===== src/logic/rsm_pkg.sv =====
// Functional notes
// - Enabled general outputs follow their register bits
// - Pin gives general_out0 (4-byte) or SA2 (8-byte)
// - Straps sampled at falling host reset edge
// - Read strap high: CD pins input SA12-SA15
// - Read strap low: CD pins act as CD-ROM
// - First nonzero modem base swaps DMA pins, sticky
// - Modem select on modem range; modem interrupt in
// - Volume enable forces shared pin to volume-down
// - Nonzero aux base makes pin aux select until host reset or a volume enable write
// - Otherwise write strap picks synth irq or general_out1
// - Synth select pin becomes volume-up when enabled
// - Host reset clears registers, disables devices, mutes
// - Reset release runs calibration, then bus isolation
// - Init length depends on serial memory contents
// - Power-down register gates internal blocks individually
// - ADC selector: line, aux1, mic, mixer
// - Microphone +20dB stage switchable by control bit
// - Mono attenuator: 16 levels of -3dB, mute
package rsm_pkg;

    // ----------------------------------------------------------------
    // Timing
    // ----------------------------------------------------------------
    localparam int unsigned CLK_HZ = 20000000;
    localparam int unsigned HOST_WAIT_MS = 1000;
    localparam int unsigned CAL_TIME_MS = 500;
    localparam int unsigned CAL_CYCLES_DFLT = CAL_TIME_MS * (CLK_HZ / 1000);
    localparam int unsigned EE_BYTE_CYCLES_DFLT = 800;

    // ----------------------------------------------------------------
    // Register map
    // ----------------------------------------------------------------
    localparam logic [7:0] OFS_CTRL = 8'h00;
    localparam logic [7:0] OFS_MODEM_BASE = 8'h04;
    localparam logic [7:0] OFS_AUX_BASE = 8'h08;
    localparam logic [7:0] OFS_PWRDN = 8'h0C;
    localparam logic [7:0] OFS_ANALOG = 8'h10;
    localparam logic [7:0] OFS_STATUS = 8'h14;

    localparam int CTRL_HW_VOLUME_ENABLE = 0;
    localparam int CTRL_GPO_EN = 1;
    localparam int CTRL_GPO0 = 2;
    localparam int CTRL_GPO1 = 3;
    localparam int CTRL_RANGE8 = 4;
    localparam int CTRL_ACTIVATE = 5;
    localparam int CTRL_W = 6;
    localparam logic [5:0] CTRL_RST = 6'h00;

    localparam int BASE_W = 16;
    localparam logic [15:0] BASE_RST = 16'h0000;
    localparam int PWRDN_W = 8;
    localparam logic [7:0] PWRDN_RST = 8'h00;

    localparam int ANA_ADC_LSB = 0;
    localparam int ANA_MIC_BOOST = 2;
    localparam int ANA_ATT_LSB = 3;
    localparam int ANA_MONO_MUTE = 7;
    localparam int ANA_W = 8;
    localparam logic [7:0] ANA_RST = 8'h00;

    localparam logic [1:0] ADC_LINE = 2'h0;
    localparam logic [1:0] ADC_AUX1 = 2'h1;
    localparam logic [1:0] ADC_MIC = 2'h2;
    localparam logic [1:0] ADC_MIXER = 2'h3;

    localparam int NSYNC = 9;
    localparam int SY_HRST = 0;
    localparam int SY_STRAP_RD = 1;
    localparam int SY_STRAP_WR = 2;
    localparam int SY_CD_SEL = 3;
    localparam int SY_CD_ACK = 4;
    localparam int SY_CD_IRQ = 5;
    localparam int SY_CD_DRQ = 6;
    localparam int SY_SHARED = 7;
    localparam int SY_SYNTH = 8;

    typedef enum logic [3:0] {
        ST_RESET = 4'h1,
        ST_INIT = 4'h2,
        ST_ISOL = 4'h4,
        ST_ACTIVE = 4'h8
    } rsm_state_type;

    typedef struct packed {
        logic psel;
        logic penable;
        logic pwrite;
        logic [7:0] paddr;
        logic [31:0] pwdata;
    } rsm_apb_req_type;

    typedef struct packed {
        logic [31:0] prdata;
        logic pready;
        logic pslverr;
    } rsm_apb_rsp_type;

    typedef struct packed {
        logic o;
        logic oe_n;
    } rsm_pin_type;

endpackage : rsm_pkg


===== src/logic/rsm_strap_mux.sv =====
// Local design decisions: the register offsets and register access over APB.
`timescale 1ns/1ns
module rsm_strap_mux #(
    parameter int unsigned CAL_CYCLES = rsm_pkg::CAL_CYCLES_DFLT,
    parameter int unsigned EE_BYTE_CYCLES = rsm_pkg::EE_BYTE_CYCLES_DFLT
) (
    input wire logic clk,
    input wire logic rst_n,
    input wire rsm_pkg::rsm_apb_req_type apb_req,
    output rsm_pkg::rsm_apb_rsp_type apb_rsp,
    input wire logic host_reset_line,
    input wire logic periph_read_strobe_strap,
    input wire logic periph_write_strobe_strap,
    input wire logic [15:0] host_addr,
    input wire logic host_io_valid,
    input wire logic cd_sel_req,
    input wire logic cd_dack_req,
    input wire logic synth_sel_req,
    input wire logic ee_present,
    input wire logic [11:0] ee_bytes,
    input wire logic cd_select_i,
    input wire logic cd_dma_ack_i,
    input wire logic cd_irq_i,
    input wire logic cd_dma_req_i,
    input wire logic shared_pin_i,
    input wire logic synth_pin_i,
    output rsm_pkg::rsm_pin_type cd_select_pin,
    output rsm_pkg::rsm_pin_type cd_dma_ack_pin,
    output rsm_pkg::rsm_pin_type shared_pin,
    output rsm_pkg::rsm_pin_type synth_pin,
    output logic general_out0_pin,
    output logic [3:0] upper_addr,
    output logic upper_addr_ok,
    output logic cd_irq_out,
    output logic cd_drq_out,
    output logic modem_irq,
    output logic synth_irq_in,
    output logic vol_up_n,
    output logic vol_down_n,
    output logic dev_enable,
    output logic analog_mute,
    output logic [7:0] power_down,
    output logic [1:0] adc_source,
    output logic mic_boost,
    output logic [3:0] mono_atten,
    output logic mono_mute,
    output logic init_busy
);

    // ----------------------------------------------------------------
    // Functions
    // ----------------------------------------------------------------
    // Base of zero never decodes; range is 4 or 8 bytes
    function automatic logic range_hit(input logic [15:0] addr, input logic [15:0] base,
                                       input logic eight);
        logic [15:0] mask;
        mask = eight ? 16'hFFF8 : 16'hFFFC;
        range_hit = (base != 16'h0000) && ((addr & mask) == (base & mask));
    endfunction : range_hit

    // ----------------------------------------------------------------
    // Pin synchronisers
    // ----------------------------------------------------------------
    logic [rsm_pkg::NSYNC-1:0] sync1_r;
    logic [rsm_pkg::NSYNC-1:0] sync2_r;
    logic [rsm_pkg::NSYNC-1:0] pins_raw;
    logic hr_prev_r;

    assign pins_raw = {synth_pin_i, shared_pin_i, cd_dma_req_i, cd_irq_i, cd_dma_ack_i,
                       cd_select_i, periph_write_strobe_strap, periph_read_strobe_strap,
                       host_reset_line};

    always_ff @(posedge clk or negedge rst_n) begin
        if (!rst_n) begin
            sync1_r <= 9'h000;
            sync2_r <= 9'h000;
            hr_prev_r <= 1'b0;
        end else begin
            sync1_r <= pins_raw;
            sync2_r <= sync1_r;
            hr_prev_r <= sync2_r[rsm_pkg::SY_HRST];
        end
    end

    wire hr_high = sync2_r[rsm_pkg::SY_HRST];
    wire hr_fall = hr_prev_r && !hr_high;

    // ----------------------------------------------------------------
    // Strap capture
    // ----------------------------------------------------------------
    // Pullups on both strap pins, so high is the idle answer
    logic strap_rd_r;
    logic strap_wr_r;

    always_ff @(posedge clk or negedge rst_n) begin
        if (!rst_n) begin
            strap_rd_r <= 1'b1;
            strap_wr_r <= 1'b1;
        end else if (hr_fall) begin
            strap_rd_r <= sync2_r[rsm_pkg::SY_STRAP_RD];
            strap_wr_r <= sync2_r[rsm_pkg::SY_STRAP_WR];
        end
    end

    // ----------------------------------------------------------------
    // Reset / initialisation sequence
    // ----------------------------------------------------------------
    rsm_pkg::rsm_state_type state_r;
    rsm_pkg::rsm_state_type state_nxt;
    logic [31:0] init_cnt_r;
    logic [5:0] ctrl_r;
    wire [31:0] ee_cycles = ee_present ? 32'(ee_bytes) * 32'(EE_BYTE_CYCLES) : 32'h0;
    wire [31:0] init_load = 32'(CAL_CYCLES) + ee_cycles;
    wire init_done = (state_r == rsm_pkg::ST_INIT) && (init_cnt_r == 32'h0);

    always_comb begin
        state_nxt = state_r;
        case (state_r)
            rsm_pkg::ST_RESET: if (hr_fall) state_nxt = rsm_pkg::ST_INIT;
            rsm_pkg::ST_INIT: if (init_done) state_nxt = rsm_pkg::ST_ISOL;
            rsm_pkg::ST_ISOL: if (ctrl_r[rsm_pkg::CTRL_ACTIVATE]) state_nxt = rsm_pkg::ST_ACTIVE;
            rsm_pkg::ST_ACTIVE: if (!ctrl_r[rsm_pkg::CTRL_ACTIVATE]) state_nxt = rsm_pkg::ST_ISOL;
            default: state_nxt = rsm_pkg::ST_RESET;
        endcase
        if (hr_high) begin
            state_nxt = rsm_pkg::ST_RESET;
        end
    end

    always_ff @(posedge clk or negedge rst_n) begin
        if (!rst_n) begin
            state_r <= rsm_pkg::ST_RESET;
            init_cnt_r <= 32'h0;
        end else begin
            state_r <= state_nxt;
            if (hr_fall) begin
                init_cnt_r <= init_load;
            end else if (state_r == rsm_pkg::ST_INIT && init_cnt_r != 32'h0) begin
                init_cnt_r <= init_cnt_r - 32'h1;
            end
        end
    end

    // ----------------------------------------------------------------
    // APB slave, one wait state
    // ----------------------------------------------------------------
    logic [15:0] modem_base_r;
    logic [15:0] aux_base_r;
    logic [7:0] pwrdn_r;
    logic [7:0] analog_r;
    logic modem_sw_r;
    logic aux_taken_r;
    logic pready_r;
    logic pslverr_r;
    logic [31:0] rd_mux;

    // Writes are refused until initialisation has finished
    wire regs_open = (state_r == rsm_pkg::ST_ISOL) || (state_r == rsm_pkg::ST_ACTIVE);
    wire sel_ctrl = apb_req.paddr == rsm_pkg::OFS_CTRL;
    wire sel_modem = apb_req.paddr == rsm_pkg::OFS_MODEM_BASE;
    wire sel_aux = apb_req.paddr == rsm_pkg::OFS_AUX_BASE;
    wire sel_pwrdn = apb_req.paddr == rsm_pkg::OFS_PWRDN;
    wire sel_analog = apb_req.paddr == rsm_pkg::OFS_ANALOG;
    wire sel_status = apb_req.paddr == rsm_pkg::OFS_STATUS;
    wire sel_any = sel_ctrl | sel_modem | sel_aux | sel_pwrdn | sel_analog | sel_status;
    wire acc_start = apb_req.psel && apb_req.penable && !pready_r;
    wire bad_acc = !sel_any || (apb_req.pwrite && (!regs_open || sel_status));
    wire wr_fire = apb_req.psel && apb_req.penable && pready_r && apb_req.pwrite && !pslverr_r;
    wire wr_ctrl = wr_fire && sel_ctrl;
    wire wr_modem = wr_fire && sel_modem;
    wire wr_aux = wr_fire && sel_aux;
    wire hw_volume_enable = ctrl_r[rsm_pkg::CTRL_HW_VOLUME_ENABLE];
    wire modem_set = wr_modem && (apb_req.pwdata[15:0] != 16'h0000) && !strap_rd_r;
    wire aux_set = wr_aux && (apb_req.pwdata[15:0] != 16'h0000);
    wire hw_volume_enable_set = wr_ctrl && apb_req.pwdata[rsm_pkg::CTRL_HW_VOLUME_ENABLE];
    wire [5:0] status_w = {init_busy, state_r == rsm_pkg::ST_ISOL, aux_taken_r, modem_sw_r,
                           strap_wr_r, strap_rd_r};

    always_comb begin
        rd_mux = 32'h0;
        case (1'b1)
            sel_ctrl: rd_mux = {26'h0, ctrl_r};
            sel_modem: rd_mux = {16'h0, modem_base_r};
            sel_aux: rd_mux = {16'h0, aux_base_r};
            sel_pwrdn: rd_mux = {24'h0, pwrdn_r};
            sel_analog: rd_mux = {24'h0, analog_r};
            sel_status: rd_mux = {26'h0, status_w};
            default: rd_mux = 32'h0;
        endcase
    end

    always_ff @(posedge clk or negedge rst_n) begin
        if (!rst_n) begin
            pready_r <= 1'b0;
            pslverr_r <= 1'b0;
        end else begin
            pready_r <= acc_start;
            pslverr_r <= acc_start && bad_acc;
        end
    end

    always_ff @(posedge clk or negedge rst_n) begin
        if (!rst_n) begin
            ctrl_r <= rsm_pkg::CTRL_RST;
            modem_base_r <= rsm_pkg::BASE_RST;
            aux_base_r <= rsm_pkg::BASE_RST;
            pwrdn_r <= rsm_pkg::PWRDN_RST;
            analog_r <= rsm_pkg::ANA_RST;
        end else if (state_r == rsm_pkg::ST_RESET) begin
            ctrl_r <= rsm_pkg::CTRL_RST;
            modem_base_r <= rsm_pkg::BASE_RST;
            aux_base_r <= rsm_pkg::BASE_RST;
            pwrdn_r <= rsm_pkg::PWRDN_RST;
            analog_r <= rsm_pkg::ANA_RST;
        end else begin
            if (wr_ctrl) ctrl_r <= apb_req.pwdata[5:0];
            if (wr_modem) modem_base_r <= apb_req.pwdata[15:0];
            if (wr_aux) aux_base_r <= apb_req.pwdata[15:0];
            if (wr_fire && sel_pwrdn) pwrdn_r <= apb_req.pwdata[7:0];
            if (wr_fire && sel_analog) analog_r <= apb_req.pwdata[7:0];
        end
    end

    // Pin ownership flags; a set in the same cycle as a clear wins
    always_ff @(posedge clk or negedge rst_n) begin
        if (!rst_n) begin
            modem_sw_r <= 1'b0;
            aux_taken_r <= 1'b0;
        end else begin
            if (modem_set) modem_sw_r <= 1'b1;
            else if (state_r == rsm_pkg::ST_RESET) modem_sw_r <= 1'b0;
            if (aux_set) aux_taken_r <= 1'b1;
            else if (state_r == rsm_pkg::ST_RESET || hw_volume_enable_set) aux_taken_r <= 1'b0;
        end
    end

    // ----------------------------------------------------------------
    // Pin function selection
    // ----------------------------------------------------------------
    wire active = state_r == rsm_pkg::ST_ACTIVE;
    wire [3:0] upper_in = sync2_r[rsm_pkg::SY_CD_DRQ:rsm_pkg::SY_CD_SEL];
    // In address mode a decode with nonzero upper bits is an alias and is ignored
    wire upper_nxt_ok = !strap_rd_r || (upper_in == 4'h0);
    wire io_ok = active && host_io_valid && upper_nxt_ok;
    wire modem_hit = io_ok && modem_sw_r && range_hit(host_addr, modem_base_r, 1'b1);
    wire aux_hit = io_ok && range_hit(host_addr, aux_base_r, 1'b0);
    wire gpo_en = ctrl_r[rsm_pkg::CTRL_GPO_EN];
    wire gpo0_nxt = ctrl_r[rsm_pkg::CTRL_RANGE8] ? host_addr[2]
                                                 : gpo_en && ctrl_r[rsm_pkg::CTRL_GPO0];
    wire cd_port = !strap_rd_r;
    wire shared_in = sync2_r[rsm_pkg::SY_SHARED];
    wire synth_in = sync2_r[rsm_pkg::SY_SYNTH];
    wire shared_drives = !hw_volume_enable && (aux_taken_r || strap_wr_r);
    wire shared_o_nxt = aux_taken_r ? !aux_hit
                                    : gpo_en && ctrl_r[rsm_pkg::CTRL_GPO1];
    wire dack_o_nxt = modem_sw_r ? !modem_hit : cd_dack_req && active;

    always_ff @(posedge clk or negedge rst_n) begin
        if (!rst_n) begin
            general_out0_pin <= 1'b0;
            cd_select_pin <= '{o: 1'b0, oe_n: 1'b1};
            cd_dma_ack_pin <= '{o: 1'b0, oe_n: 1'b1};
            shared_pin <= '{o: 1'b0, oe_n: 1'b1};
            synth_pin <= '{o: 1'b1, oe_n: 1'b1};
            upper_addr <= 4'h0;
            upper_addr_ok <= 1'b1;
            cd_irq_out <= 1'b0;
            cd_drq_out <= 1'b0;
            modem_irq <= 1'b0;
            synth_irq_in <= 1'b0;
            vol_up_n <= 1'b1;
            vol_down_n <= 1'b1;
        end else begin
            general_out0_pin <= gpo0_nxt;
            cd_select_pin <= '{o: cd_sel_req && active, oe_n: !cd_port};
            cd_dma_ack_pin <= '{o: dack_o_nxt, oe_n: !cd_port};
            upper_addr <= cd_port ? 4'h0 : upper_in;
            upper_addr_ok <= upper_nxt_ok;
            cd_irq_out <= cd_port && sync2_r[rsm_pkg::SY_CD_IRQ];
            cd_drq_out <= cd_port && !modem_sw_r && sync2_r[rsm_pkg::SY_CD_DRQ];
            modem_irq <= cd_port && modem_sw_r && sync2_r[rsm_pkg::SY_CD_DRQ];
            shared_pin <= '{o: shared_o_nxt, oe_n: !shared_drives};
            synth_irq_in <= !hw_volume_enable && !aux_taken_r && !strap_wr_r && shared_in;
            vol_down_n <= hw_volume_enable ? shared_in : 1'b1;
            synth_pin <= '{o: !(synth_sel_req && active), oe_n: hw_volume_enable};
            vol_up_n <= hw_volume_enable ? synth_in : 1'b1;
        end
    end

    // ----------------------------------------------------------------
    // Device and analog controls
    // ----------------------------------------------------------------
    always_ff @(posedge clk or negedge rst_n) begin
        if (!rst_n) begin
            dev_enable <= 1'b0;
            analog_mute <= 1'b1;
            init_busy <= 1'b0;
            power_down <= rsm_pkg::PWRDN_RST;
            adc_source <= rsm_pkg::ADC_LINE;
            mic_boost <= 1'b0;
            mono_atten <= 4'h0;
            mono_mute <= 1'b0;
            apb_rsp <= '{prdata: 32'h0, pready: 1'b0, pslverr: 1'b0};
        end else begin
            dev_enable <= state_nxt == rsm_pkg::ST_ACTIVE;
            analog_mute <= state_nxt != rsm_pkg::ST_ACTIVE;
            init_busy <= state_nxt == rsm_pkg::ST_INIT;
            power_down <= pwrdn_r;
            adc_source <= analog_r[rsm_pkg::ANA_ADC_LSB +: 2];
            mic_boost <= analog_r[rsm_pkg::ANA_MIC_BOOST];
            mono_atten <= analog_r[rsm_pkg::ANA_ATT_LSB +: 4];
            mono_mute <= analog_r[rsm_pkg::ANA_MONO_MUTE];
            apb_rsp <= '{prdata: rd_mux, pready: acc_start, pslverr: acc_start && bad_acc};
        end
    end
endmodule : rsm_strap_mux


===== config.mk =====
export PLATFORM = sky130hd
export DESIGN_NAME = rsm_strap_mux
export DESIGN_NICKNAME = d
export VERILOG_FILES = /design/src/logic/rsm_pkg.sv /design/src/logic/rsm_strap_mux.sv
export SDC_FILE = /design/constraint.sdc
export NUM_CORES = 1
export LEC_CHECK = 0
export ABC_AREA = 1
export BUFFER_PORTS_ARGS = -buffer_cell sky130_fd_sc_hd__buf_2
export CORE_ASPECT_RATIO = 0.5
export CORE_MARGIN = 2
export CORE_UTILIZATION = 57
export CTS_CLUSTER_DIAMETER = 80
export CTS_CLUSTER_SIZE = 14
export DETAILED_ROUTE_END_ITERATION = 6
export PLACE_DENSITY_LB_ADDON = 0.2
export SLEW_MARGIN = 10
export SYNTH_ARGS = -nofsm -noshare
export SYNTH_HDL_FRONTEND = slang
export SYNTH_SLANG_ARGS = --single-unit

===== constraint.sdc =====
create_clock -name clk -period 2.15 [get_ports clk]
set_input_delay 0.645 -clock clk [delete_from_list [all_inputs] [get_ports clk]]
set_output_delay 0.645 -clock clk [all_outputs]
set_load 0.005 [all_outputs]

After elaboration in Yosys (flattened, before gate mapping)
Cells that the tools add are included.
{ "word_totals": {"ff_bits": 185, "inputBits": 87, "output_inout_bits": 73} }
{ "classes": {"add_sub_neg": 2, "n_mul": 1, "n_eq_ne": 14, "mux": 35, "n_bitwise": 5, "n_reduce_logical": 75} }
{ "op_table": {"columns": ["cell", "n"], "rows": [
  ["16-bit two-way mux", 7],
  ["32-bit two-way mux", 2],
  ["8-bit two-way mux", 6],
  ["16-bit nonzero test", 3],
  ["1-bit logical AND", 40],
  ["32-bit logical NOT", 1],
  ["32-bit nonzero test", 1],
  ["32-bit by 1-bit subtractor with 32-bit output (second input constant)", 1],
  ["24-bit by 22-bit adder with 25-bit output (first input constant)", 1],
  ["4-bit two-way mux", 6],
  ["22-bit two-way mux", 1],
  ["6-bit two-way mux", 3],
  ["12-bit by 5-bit multiplier with 17-bit output (second input constant)", 1],
  ["8-bit by 4-bit equality test with 1-bit output (second input constant)", 2],
  ["8-bit by 5-bit equality test with 1-bit output (second input constant)", 2],
  ["4-bit case mux with 4 select lines", 1],
  ["2-bit nonzero test", 8],
  ["14-bit equality test", 1],
  ["1-bit logical NOT", 14],
  ["13-bit equality test", 1],
  ["1-bit two-way mux", 9],
  ["4-bit by 2-bit equality test with 1-bit output (second input constant)", 2],
  ["4-bit equality test (second input constant)", 2],
  ["8-bit by 3-bit equality test with 1-bit output (second input constant)", 1],
  ["7 further kinds", 16]
]} }

Longest topological paths before layout
Gate-level depths: netlist of run 1.
{ "depth": {"ltp_word": 9, "depth_mapped": 21} }

Least setup slack after synthesis of run 1
OpenSTA, ideal clock, no wires.
{ "synth_timing": {"kind": "input port to flip-flop", "startpoint": "input ee_bytes[6]", "endpoint": "register init_cnt_r[20]", "setup_time_ns": 0.118, "arrival_time_ns": 3.273, "setup_slack_ns": -1.241, "cell_stages": 20, "path_buffers": 0, "cell_sequence": "ha_1 ha_1 inv_1 fa_1 inv_1 ha_1 nand2_1 inv_1 a21oi_1 nand2_1 nand2_1 nand2_1 nor2_1 nand2_1 nor2_1 nand2_1 nand2_1 nand3_1 nand3_1 nand2_1"} }
{ "synth_via": {"elab_chain_cells": 4} }
{ "synth_rtl": {"columns": ["element", "line_no", "source"], "rows": [
  ["from (decl)", "rsm_strap_mux.sv:20", "input wire logic [11:0] ee_bytes,"],
  ["12-bit by 5-bit multiplier with 17-bit output", "rsm_strap_mux.sv:112", "wire [31:0] ee_cycles = ee_present ? 32'(ee_bytes) * 32'(EE_BYTE_CYCLES) : 32'h0;"],
  ["22-bit two-way mux", "rsm_strap_mux.sv:112", null],
  ["24-bit by 22-bit adder with 25-bit output", "rsm_strap_mux.sv:113", "wire [31:0] init_load = 32'(CAL_CYCLES) + ee_cycles;"],
  ["32-bit two-way mux", "rsm_strap_mux.sv:136", "if (hr_fall) begin"],
  ["to (signal assigned)", "rsm_strap_mux.sv:137", "init_cnt_r <= init_load;"],
  ["to (signal assigned)", "rsm_strap_mux.sv:139", "init_cnt_r <= init_cnt_r - 32'h1;"],
  ["to (decl)", "rsm_strap_mux.sv:110", "logic [31:0] init_cnt_r;"]
]} }
Every way passes these cells.
A chain may end at the register's enable or synchronous reset.

Worst setup path after layout of run 1
{ "layout_timing": {"startpoint": "input ee_bytes[4]", "endpoint": "register init_cnt_r[20]"} }
Same word-level chain as after synthesis.

==> flow_summary_export.csv, run 1 <==
group,metric,value,unit
outcome,status,"complete, but fails checks",
outcome,violations,"negative setup slack",
cells_and_area,regArea,4250,um2
route,vias,8428,
synth,yosys_register_bits,169,
clock_tree,root_buffer,"clkbuf_16",
cells_and_area,fin_nets,1451,
setup_path,crit_fanout,4,
setup_path,cp.arrival,3.30,ns
synth,syn_area,9250,um2
hold_path,hp-class,"input port to async pin",
global_route,grt_max_degree,43,
placement,portBuffers,125,
sta,rsz0062_at_grt,"true",
power_and_ir_drop,power,0.00994,W
setup_path,cp-end-kind,"flip-flop",
die,fp.coreArea,15700,um2
setup_path,crit_type,"input port to flip-flop",
setup_path,worstPathRequired,2.47,ns
cells_and_area,insertedDiodeCount,0,
global_route,overflow,0,
die,die_h,94.1,um
cells_and_area,final_area,12000,um2
placement,place_hpwl,18.0,mm
synth,yosysWarnings,0,
sta,finalCritPeriodShare,1.38,
route,drt-initial-drc-count,664,
synth,seq_area_frac_synth,0.459,
clock_tree,htree_levels,4,
clock_tree,numCtsBuffers,17,
sta,hold_viol,0,
sta,setup_ws,-0.826,ns
sta,fmax,336,MHz
cells_and_area,fill_cells,1092,
die,initial_core_util,0.591,
synth,yosys-top-cells-count,"nand2_1, dfrtp_1, inv_1, nor2_1, o21ai_0",
synth,synth_top_cell_by_area,"dfrtp_1",
synth,syn_avg_cell_area,8.28,um2
sta,worstMarginPinSlew,1.04,ns
sta,drv_slew,0,
setup_path,reg2reg_slack,0.13,ns
synth,synthArstFlopShare,1.00,
power_and_ir_drop,powerDensity,829,nW/um2
clock_tree,clkTransAtPathRegs,0.06,ns
global_route,grt_pass1_vias,8186,
die,io_pins,160,
die,dieArea,17300,um2
setup_path,startpoint_type,"input port",
sta,setup_viol,13,
clock_tree,cts_tree,"done",
sta,finalClockSkew,0.00910,ns
power_and_ir_drop,leakage,5.97,nW
die,die_x,184,um
route,wl_per_cell,15.5,um
sta,relSlewSlack,0.306,
route,dr.pass1.iters,5,
cells_and_area,multiInputGateArea,4910,um2
setup_path,reg2reg_depth,12,
synth,synthFlopType,"dfrtp_1",
placement,dp_slack,-1.31,ns
global_route,grtUsageTotal,0.285,
clock_tree,cts_buffer_depth,2,
global_route,antenna_found_initial,0,
run,maxCapViolations,0,
synth,synthDistinctLibCells,53,
power_and_ir_drop,ir_drop,0.476,mV
synth,synth_edf_count,0,
sta,post-route-min-period,2.98,ns
cells_and_area,syn_to_final_growth,29.6,%
route,via_per_inst,5.44,
clock_tree,clock_latency,0.43,ns
route,drtAntennaViolNets,0,
global_route,grt_pass1_wl,38.5,mm
placement,place_area,10900,um2
placement,gp_congestion,0.927,
synth,synth_top_area_share,0.427,
synth,ys_top_cells_by_area,"dfrtp_1, nand2_1, inv_1, ha_1, nor2_1",
route,drc,0,
clock_tree,cts_sinks,169,
die,rows,32,
route,routed_wl,23.9,mm
synth,synth_most_common_cell,"nand2_1",
cells_and_area,drive_gt1_frac,0.315,
synth,syn-instance-count,1117,
sta,hold_slack,0.106,ns
-- cell usage in the layout, fill, tap and decap left out, types with 18 or more instances in the layout --
cell	n
nand3_1	40
o21ai_1	20
nor2_2	24
buf_4	72
ha_4	22
a21oi_1	26
ha_1	20
nand2_2	28
o21ai_0	53
nand4_1	19
inv_1	136
inv_2	19
buf_2	117
nand2_1	234
nor2_1	78
dfrtp_1	155
nor4_1	18
-- worst max-delay path, cell delays in order --
cell     delay, ns
buf_8         0.11
ha_4          0.24
ha_4          0.25
inv_2         0.03
fa_1          0.51
inv_2         0.04
ha_4          0.24
buf_6         0.12
and3_4        0.17
nor3_4        0.25
nand2_2       0.10
o21ai_4       0.19
nand2_2       0.10
nand2_2       0.08
nand3_2       0.09
nand3_2       0.07
nand2_1       0.05
-- registers in the layout (all words and copies together) (netlist names), 4 cells and up --
| name | count |
|---|---|
| analog_r | 8 |
| apb_rsp | 18 |
| aux_base_r | 16 |
| ctrl_r | 6 |
| init_cnt_r | 32 |
| modem_base_r | 16 |
| mono_atten | 4 |
| power_down | 8 |
| pwrdn_r | 8 |
| state_r | 4 |
| sync1_r | 9 |
| sync2_r | 9 |
| upper_addr | 4 |
-- final cells by class --
| type | instances | share of cell area |
|---|---|---|
| Tap cell | 221 | 0.0231 |
| Clock inverter | 12 | 0.0117 |
| Sequential cell | 169 | 0.354 |
| Inverter | 157 | 0.0496 |
| Multi-Input combinational cell | 764 | 0.409 |
| Clock buffer | 20 | 0.0373 |
| Timing Repair Buffer | 206 | 0.115 |
-- kinds of logic after synthesis --
family                   share of synthesized area
AO/OA/AOI/OAI                                0.114
XOR/XNOR                                    0.0246
adder cells (fa/ha/maj)                     0.0719
buffers and inverters                       0.0925
flip-flops                                   0.459
other                                     0.000405
AND/OR/NAND/NOR                              0.238
-- metal layers --
layer | vias to the layer above | wire [um] | track usage
met5 | - | 0 | 0
met4 | 0 | 518 | 0.114
met3 | 52 | 1570 | 0.0516
met2 | 326 | 11800 | 0.495
met1 | 4025 | 10100 | 0.357
li1 | 4025 | - | -
-- power by group --
part           leakage (nW)  switching, W  total (W)  internal [W]
clock network         0.283       0.00128    0.00304       0.00176
logic                  3.51       0.00175    0.00306       0.00132
registers              2.18      0.000310    0.00383       0.00352
total                  5.97       0.00334    0.00994       0.00660
-- through the flow --
stage,instances,TNS [ns],util
after floorplan,1132,-10.04,-
after global placement,1509,-18.12,0.696
after detailed placement,1509,-21.07,0.696
after CTS,1543,-8.20,0.744
after global routing,1549,-10.02,0.766
final,1549,-8.36,0.766
-- timing repair --
| action | 4_1_cts | 5_1_grt |
|---|---|---|
| setup buffers | 2 | 8 |
| resized for setup | 46 | 82 |
| endpoints found under the setup margin | 13 | 31 |
| hold buffers | 0 | 0 |
| pin swaps | 42 | 36 |
-- worst paths after layout --
kind	startpoint	to
hold / removal	rst_n	sync1_r[7]
min in group clk	periph_write_strobe_strap	sync1_r[2]
setup reg to reg	init_cnt_r[5]	init_cnt_r[31]
setup / recovery	ee_bytes[4]	init_cnt_r[20]
max in group asynchronous	rst_n	aux_base_r[2]
hold reg to reg	sync1_r[2]	sync2_r[2]
(Power assumes the default switching activity.)
==> run 2, diff against run 1 <==
--- a/config.mk
+++ b/config.mk
@@ -14,6 +14,7 @@
 export CTS_CLUSTER_SIZE = 14
 export DETAILED_ROUTE_END_ITERATION = 6
 export PLACE_DENSITY_LB_ADDON = 0.2
+export SKIP_LAST_GASP = 1
 export SLEW_MARGIN = 10
 export SYNTH_ARGS = -nofsm -noshare
 export SYNTH_HDL_FRONTEND = slang
==> run 2 against run 1 <==
The flow still finishes with violations (negative setup slack). Register-to-register slack lost 0.02 ns. Hold slack gained 0.0014 ns. Count of clock-buffer cells in the layout is the same. Largest cell class unchanged.
==> flow_summary_export.csv, run 2 (synthesized netlist as in run 1, its figures left out) <==
group,metric,value,unit
outcome,status,"complete, but fails checks",
outcome,violations,"negative setup slack",
global_route,antenna_found_initial,0,
setup_path,path_buf_inv,4,
cells_and_area,insertedDiodeCount,0,
die,initial_core_util,0.591,
placement,portBuffers,125,
die,io_pins,160,
placement,place_hpwl,18.0,mm
clock_tree,cts_hold_buf,0,
global_route,grtUsageTotal,0.285,
clock_tree,htree_levels,4,
sta,rsz0062_at_grt,"true",
sta,setup_ws,-0.855,ns
cells_and_area,syn_to_final_growth,29.3,%
sta,hold_viol,0,
cells_and_area,fin_nets,1451,
clock_tree,clkTransAtPathRegs,0.06,ns
cells_and_area,layout_commonest_cell,"nand2_1",
global_route,grt_pass1_vias,8184,
route,drtAntennaViolNets,0,
setup_path,cp_cell_sequence,"buf_8 -> ha_4 -> ha_4 -> inv_2 -> fa_1 -> inv_2 -> ha_4 -> nand2_4 -> inv_4 -> nand3_4 -> nand3_2 -> nand2_2 -> nor2_4 -> nand2_2 -> o21ai_4 -> nand2_2 -> nand2_2 -> nand3_2 -> nand3_2 -> nand2_1",
power_and_ir_drop,ir_drop,0.474,mV
setup_path,cp_common_cell,"nand2_2",
placement,gp_congestion,0.927,
die,rows,32,
sta,hold_slack,0.107,ns
sta,relSlewSlack,0.313,
route,routed_wl,24.0,mm
sta,fmax,333,MHz
cells_and_area,largestRegisters,"init_cnt_r: 32 flops, apb_rsp: 18 flops",
sta,fin_setup_tns,-8.71,ns
global_route,overflow,0,
cells_and_area,most-common-layout-cells,"nand2_1, dfrtp_1, inv_1, buf_2, nor2_1",
cells_and_area,final_area,12000,um2
power_and_ir_drop,leakage,5.96,nW
setup_path,crit_fanout,3,
setup_path,slowest_delay,0.52,ns
sta,finalCritPeriodShare,1.40,
sta,post-route-min-period,3.01,ns
placement,place_area,10900,um2
route,wl_per_cell,15.5,um
run,maxCapViolations,0,
setup_path,crit_family,"adder cells",
sta,setup_viol,13,
route,drt-initial-drc-count,597,
hold_path,hp-class,"input port to async pin",
global_route,grt_max_degree,43,
setup_path,worstPathRequired,2.47,ns
setup_path,startpoint_type,"input port",
sta,worstMarginPinSlew,1.03,ns
setup_path,r2r_start,"init_cnt_r[5]",
die,die_h,94.1,um
sta,finalClockSkew,0.0117,ns
setup_path,reg2reg_depth,12,
clock_tree,cts_buffer_depth,2,
setup_path,cp-end-kind,"flip-flop",
setup_path,crit_slowest_cell,"fa_1",
cells_and_area,largest_register_ffs,32,
sta,drv_slew,0,
cells_and_area,regMostFlops,"init_cnt_r",
global_route,grt_pass1_wl,38.5,mm
die,dieArea,17300,um2
setup_path,timing.rr.end,"init_cnt_r[31]",
cells_and_area,regArea,4240,um2
setup_path,cp.arrival,3.33,ns
setup_path,reg2reg_slack,0.11,ns
setup_path,crit_type,"input port to flip-flop",
route,drc,0,
route,via_per_inst,5.45,
placement,dp_slack,-1.31,ns
power_and_ir_drop,powerDensity,830,nW/um2
cells_and_area,drive_gt1_frac,0.310,
clock_tree,cts_tree,"done",
cells_and_area,multiInputGateArea,4890,um2
route,vias,8445,
route,dr.pass1.iters,7,
clock_tree,cts_sinks,169,
die,fp.coreArea,15700,um2
clock_tree,root_buffer,"clkbuf_16",
die,die_x,184,um
clock_tree,numCtsBuffers,17,
clock_tree,clock_latency,0.43,ns
cells_and_area,fill_cells,1097,
==> run 2: through the flow <==
| stage | total power (W) | util | instances |
|---|---|---|---|
| after global placement | 0.00638 | 0.696 | 1509 |
| final | 0.00993 | 0.764 | 1549 |
| after floorplan | 0.00555 | - | 1132 |
| after CTS | 0.00962 | 0.744 | 1543 |
| after global routing | 0.0104 | 0.764 | 1549 |
| after detailed placement | 0.00647 | 0.696 | 1509 |
==> run 2: worst register-to-register path, cell delays in order, from the launching register on <==
cell and delay [ns]:
dfrtp_1 0.44, nor2_1 0.14, nand3_1 0.12, nor2_1 0.13
nand2_1 0.10, nor3_4 0.25, nor2_2 0.08, nor2_2 0.14
inv_2 0.08, nand4_1 0.19, nor2_1 0.08, o21ai_1 0.13
nor2_1 0.05
==> run 2: layout make-up <==
type / instances / share of cell area
multi-input cells: 764 / 0.409
repair buffers: 206 / 0.115
well taps: 221 / 0.0231
clock buffers: 20 / 0.0373
flip-flops and latches: 169 / 0.355
clock inverters: 12 / 0.0117
inverters: 157 / 0.0497
==> run 2: worst max path at each step <==
stage | slack (ns) | cells after the start | endpoint | start
after floorplan | -1.02 | 19 | init_cnt_r[20] | ee_bytes[6]
after global placement | -1.24 | 20 | init_cnt_r[20] | ee_bytes[3]
after detailed placement | -1.31 | 20 | init_cnt_r[20] | ee_bytes[6]
after CTS | -0.83 | 20 | init_cnt_r[21] | ee_bytes[7]
after global routing | -1.0 | 21 | init_cnt_r[21] | ee_bytes[4]
final | -0.86 | 20 | init_cnt_r[20] | ee_bytes[4]
==> run 2: metal layers <==
| layer | wire (um) | global-route usage | up-vias |
|---|---|---|---|
| met5 | 0 | 0 | - |
| met4 | 480 | 0.114 | 0 |
| met3 | 1670 | 0.0512 | 47 |
| met2 | 11800 | 0.496 | 351 |
| met1 | 10000 | 0.356 | 4027 |
| li1 | - | - | 4020 |
==> run 2: where the power goes <==
group	switching (W)	internal (W)	leakage [nW]
combinational	0.00174	0.00131	3.50
clock	0.00129	0.00176	0.283
sequential	0.000312	0.00352	2.18
==> run 2: repair_timing <==
| item | CTS | global route |
|---|---|---|
| pin swaps | 42 | 40 |
| gates resized for setup | 43 | 76 |
| setup endpoints to repair | 13 | 31 |
| setup buffers | 2 | 8 |
==> run 3, diff against run 2 <==
--- a/config.mk
+++ b/config.mk
@@ -7,7 +7,6 @@
 export LEC_CHECK = 0
 export ABC_AREA = 1
 export BUFFER_PORTS_ARGS = -buffer_cell sky130_fd_sc_hd__buf_2
-export CORE_ASPECT_RATIO = 0.5
 export CORE_MARGIN = 2
 export CORE_UTILIZATION = 57
 export CTS_CLUSTER_DIAMETER = 80
==> run 3 against run 2 <==
The run still ends with negative setup slack left. Hold slack improved by 0.022 ns. Clock power decreased by 2%. First-iteration DRC count increased by 30%. Sequential share of layout area decreased by 0.36 points. Maximum frequency decreased by 2.7%. Wire length increased by 3.6%. Die area decreased by 0.36%. Largest cell class unchanged. Highest routed layer unchanged.
==> flow_summary_export.csv, run 3 (synthesized netlist as in run 1, its figures left out) <==
group,metric,value,unit
outcome,status,"complete, but fails checks",
outcome,violations,"negative setup slack",
clock_tree,clock_latency,0.43,ns
sta,hold_slack,0.130,ns
placement,gp_congestion,0.953,
setup_path,reg2reg_slack,-0.02,ns
global_route,grt_pass1_wl,40.4,mm
cells_and_area,most-common-layout-cells,"nand2_1, dfrtp_1, inv_1, buf_2, buf_4",
clock_tree,cts_hold_buf,0,
sta,setup_viol,12,
global_route,met2_usage,0.476,
sta,hold_viol,0,
power_and_ir_drop,powerDensity,830,nW/um2
sta,rsz0062_at_grt,"true",
setup_path,startpoint_type,"input port",
cells_and_area,fin_nets,1460,
cells_and_area,regMostFlops,"init_cnt_r",
setup_path,timing.rr.end,"init_cnt_r[20]",
cells_and_area,insertedDiodeCount,0,
die,die_h,131,um
route,drc,0,
setup_path,cp-end-kind,"flip-flop",
setup_path,cp.arrival,3.40,ns
global_route,grt_pass1_vias,8393,
clock_tree,cts_buffer_depth,2,
setup_path,crit_fanout,4,
die,initial_core_util,0.582,
power_and_ir_drop,ir_drop,0.768,mV
placement,place_hpwl,18.1,mm
cells_and_area,syn_to_final_growth,30.6,%
die,fp.coreArea,15900,um2
setup_path,worstPathRequired,2.47,ns
sta,relSlewSlack,0.318,
global_route,grt_most_used_layer,"met2",
die,rows,46,
placement,portBuffers,125,
setup_path,reg2reg_depth,11,
route,routed_wl,24.9,mm
sta,finalCritPeriodShare,1.44,
cells_and_area,largestRegisters,"init_cnt_r: 32 flops, apb_rsp: 18 flops",
clock_tree,root_buffer,"clkbuf_16",
global_route,antenna_found_initial,0,
clock_tree,clkTransAtPathRegs,0.06,ns
global_route,grtUsageMet1,0.383,
hold_path,hp-class,"input port to async pin",
setup_path,r2r_start,"init_cnt_r[0]",
global_route,overflow,0,
power_and_ir_drop,leakage,6.02,nW
cells_and_area,final_area,12100,um2
sta,fmax,324,MHz
route,vias,8465,
sta,finalClockSkew,0.00748,ns
sta,worstMarginPinSlew,1.02,ns
sta,setup_ws,-0.937,ns
clock_tree,cts_tree,"done",
die,die_x,131,um
clock_tree,cts_sinks,169,
run,maxCapViolations,0,
setup_path,crit_type,"input port to flip-flop",
cells_and_area,layout_commonest_cell,"nand2_1",
cells_and_area,largest_register_ffs,32,
die,io_pins,160,
global_route,grt_max_degree,45,
sta,drv_slew,0,
global_route,grt_use_met3,0.0629,
route,via_per_inst,5.45,
cells_and_area,drive_gt1_frac,0.322,
route,wl_per_cell,16.0,um
die,dieArea,17300,um2
global_route,grtUsageTotal,0.291,
route,dr.pass1.iters,6,
placement,place_area,10900,um2
clock_tree,numCtsBuffers,17,
sta,post-route-min-period,3.09,ns
clock_tree,htree_levels,4,
route,drtAntennaViolNets,0,
route,drt-initial-drc-count,779,
==> run 3: changes by cell type in the layout (fill, tap and decap cells not counted), sizes merged <==
cell	before	now
clkinvlp	2	3
clkbuf	20	18
clkinv	5	6
buf	206	215
==> run 3: metal layers <==
layer | up-vias | share of wire
li1 | 4036 | -
met1 | 4001 | 0.42
met2 | 362 | 0.48
met3 | 66 | 0.069
met4 | 0 | 0.026
met5 | - | 0
==> run 3: critical path, cell delays in order <==
cell,delay (ns)
buf_6,0.11
ha_4,0.24
ha_4,0.26
inv_2,0.03
fa_1,0.49
inv_2,0.05
ha_4,0.26
nand2_4,0.10
inv_2,0.05
a21oi_2,0.15
nand2_1,0.07
nand2_1,0.10
nand2_1,0.07
nor2_2,0.15
nand2_2,0.10
nor2_4,0.13
nand2_2,0.09
nand2_2,0.10
nand3_2,0.09
nand3_2,0.08
nand2_1,0.06
==> run 3: where the power goes <==
part	total (W)	internal (W)	switching (W)
combinational	0.00320	0.00138	0.00182
clock	0.00300	0.00171	0.00128
sequential	0.00384	0.00352	0.000316
total	0.0100	0.00661	0.00342
==> run 3: worst max path at each step <==
stage,startpoint,end,slack (ns),cells after the start
after floorplan,ee_bytes[6],init_cnt_r[20],-1.02,19
after global placement,ee_bytes[6],init_cnt_r[20],-1.24,20
after detailed placement,ee_bytes[5],init_cnt_r[21],-1.32,19
after CTS,ee_bytes[7],init_cnt_r[21],-0.79,21
after global routing,ee_bytes[4],init_cnt_r[20],-1.02,20
final,ee_bytes[6],init_cnt_r[20],-0.94,21
==> run 3: cell type report <==
class / instances / area [um2]
inverter: 157 / 592
timing repair buffer: 215 / 1440
clock inverter: 14 / 146
clock buffer: 18 / 429
multi-input combinational: 764 / 4960
tap: 216 / 270
fill: 1091 / 3800
sequential: 169 / 4240
==> run 3: timing repair <==
action	4_1_cts	5_1_grt
pin swaps	55	46
gates resized for setup	73	56
setup buffers	6	8
endpoints found under the setup margin	14	23
==> run 3: stage by stage <==
stage | setup TNS, ns | total power (W) | worst slack (ns) | std cells | utilization
2_1_floorplan | -10.04 | 0.00555 | -1.02 | 1132 | -
3_3_place_gp | -19.06 | 0.00642 | -1.24 | 1508 | 0.688
3_5_place_dp | -20.44 | 0.00649 | -1.32 | 1508 | 0.688
4_1_cts | -7.76 | 0.00978 | -0.788 | 1546 | 0.745
5_1_grt | -10.26 | 0.0106 | -1.02 | 1553 | 0.760
6_report | -8.87 | 0.0100 | -0.937 | 1553 | 0.760
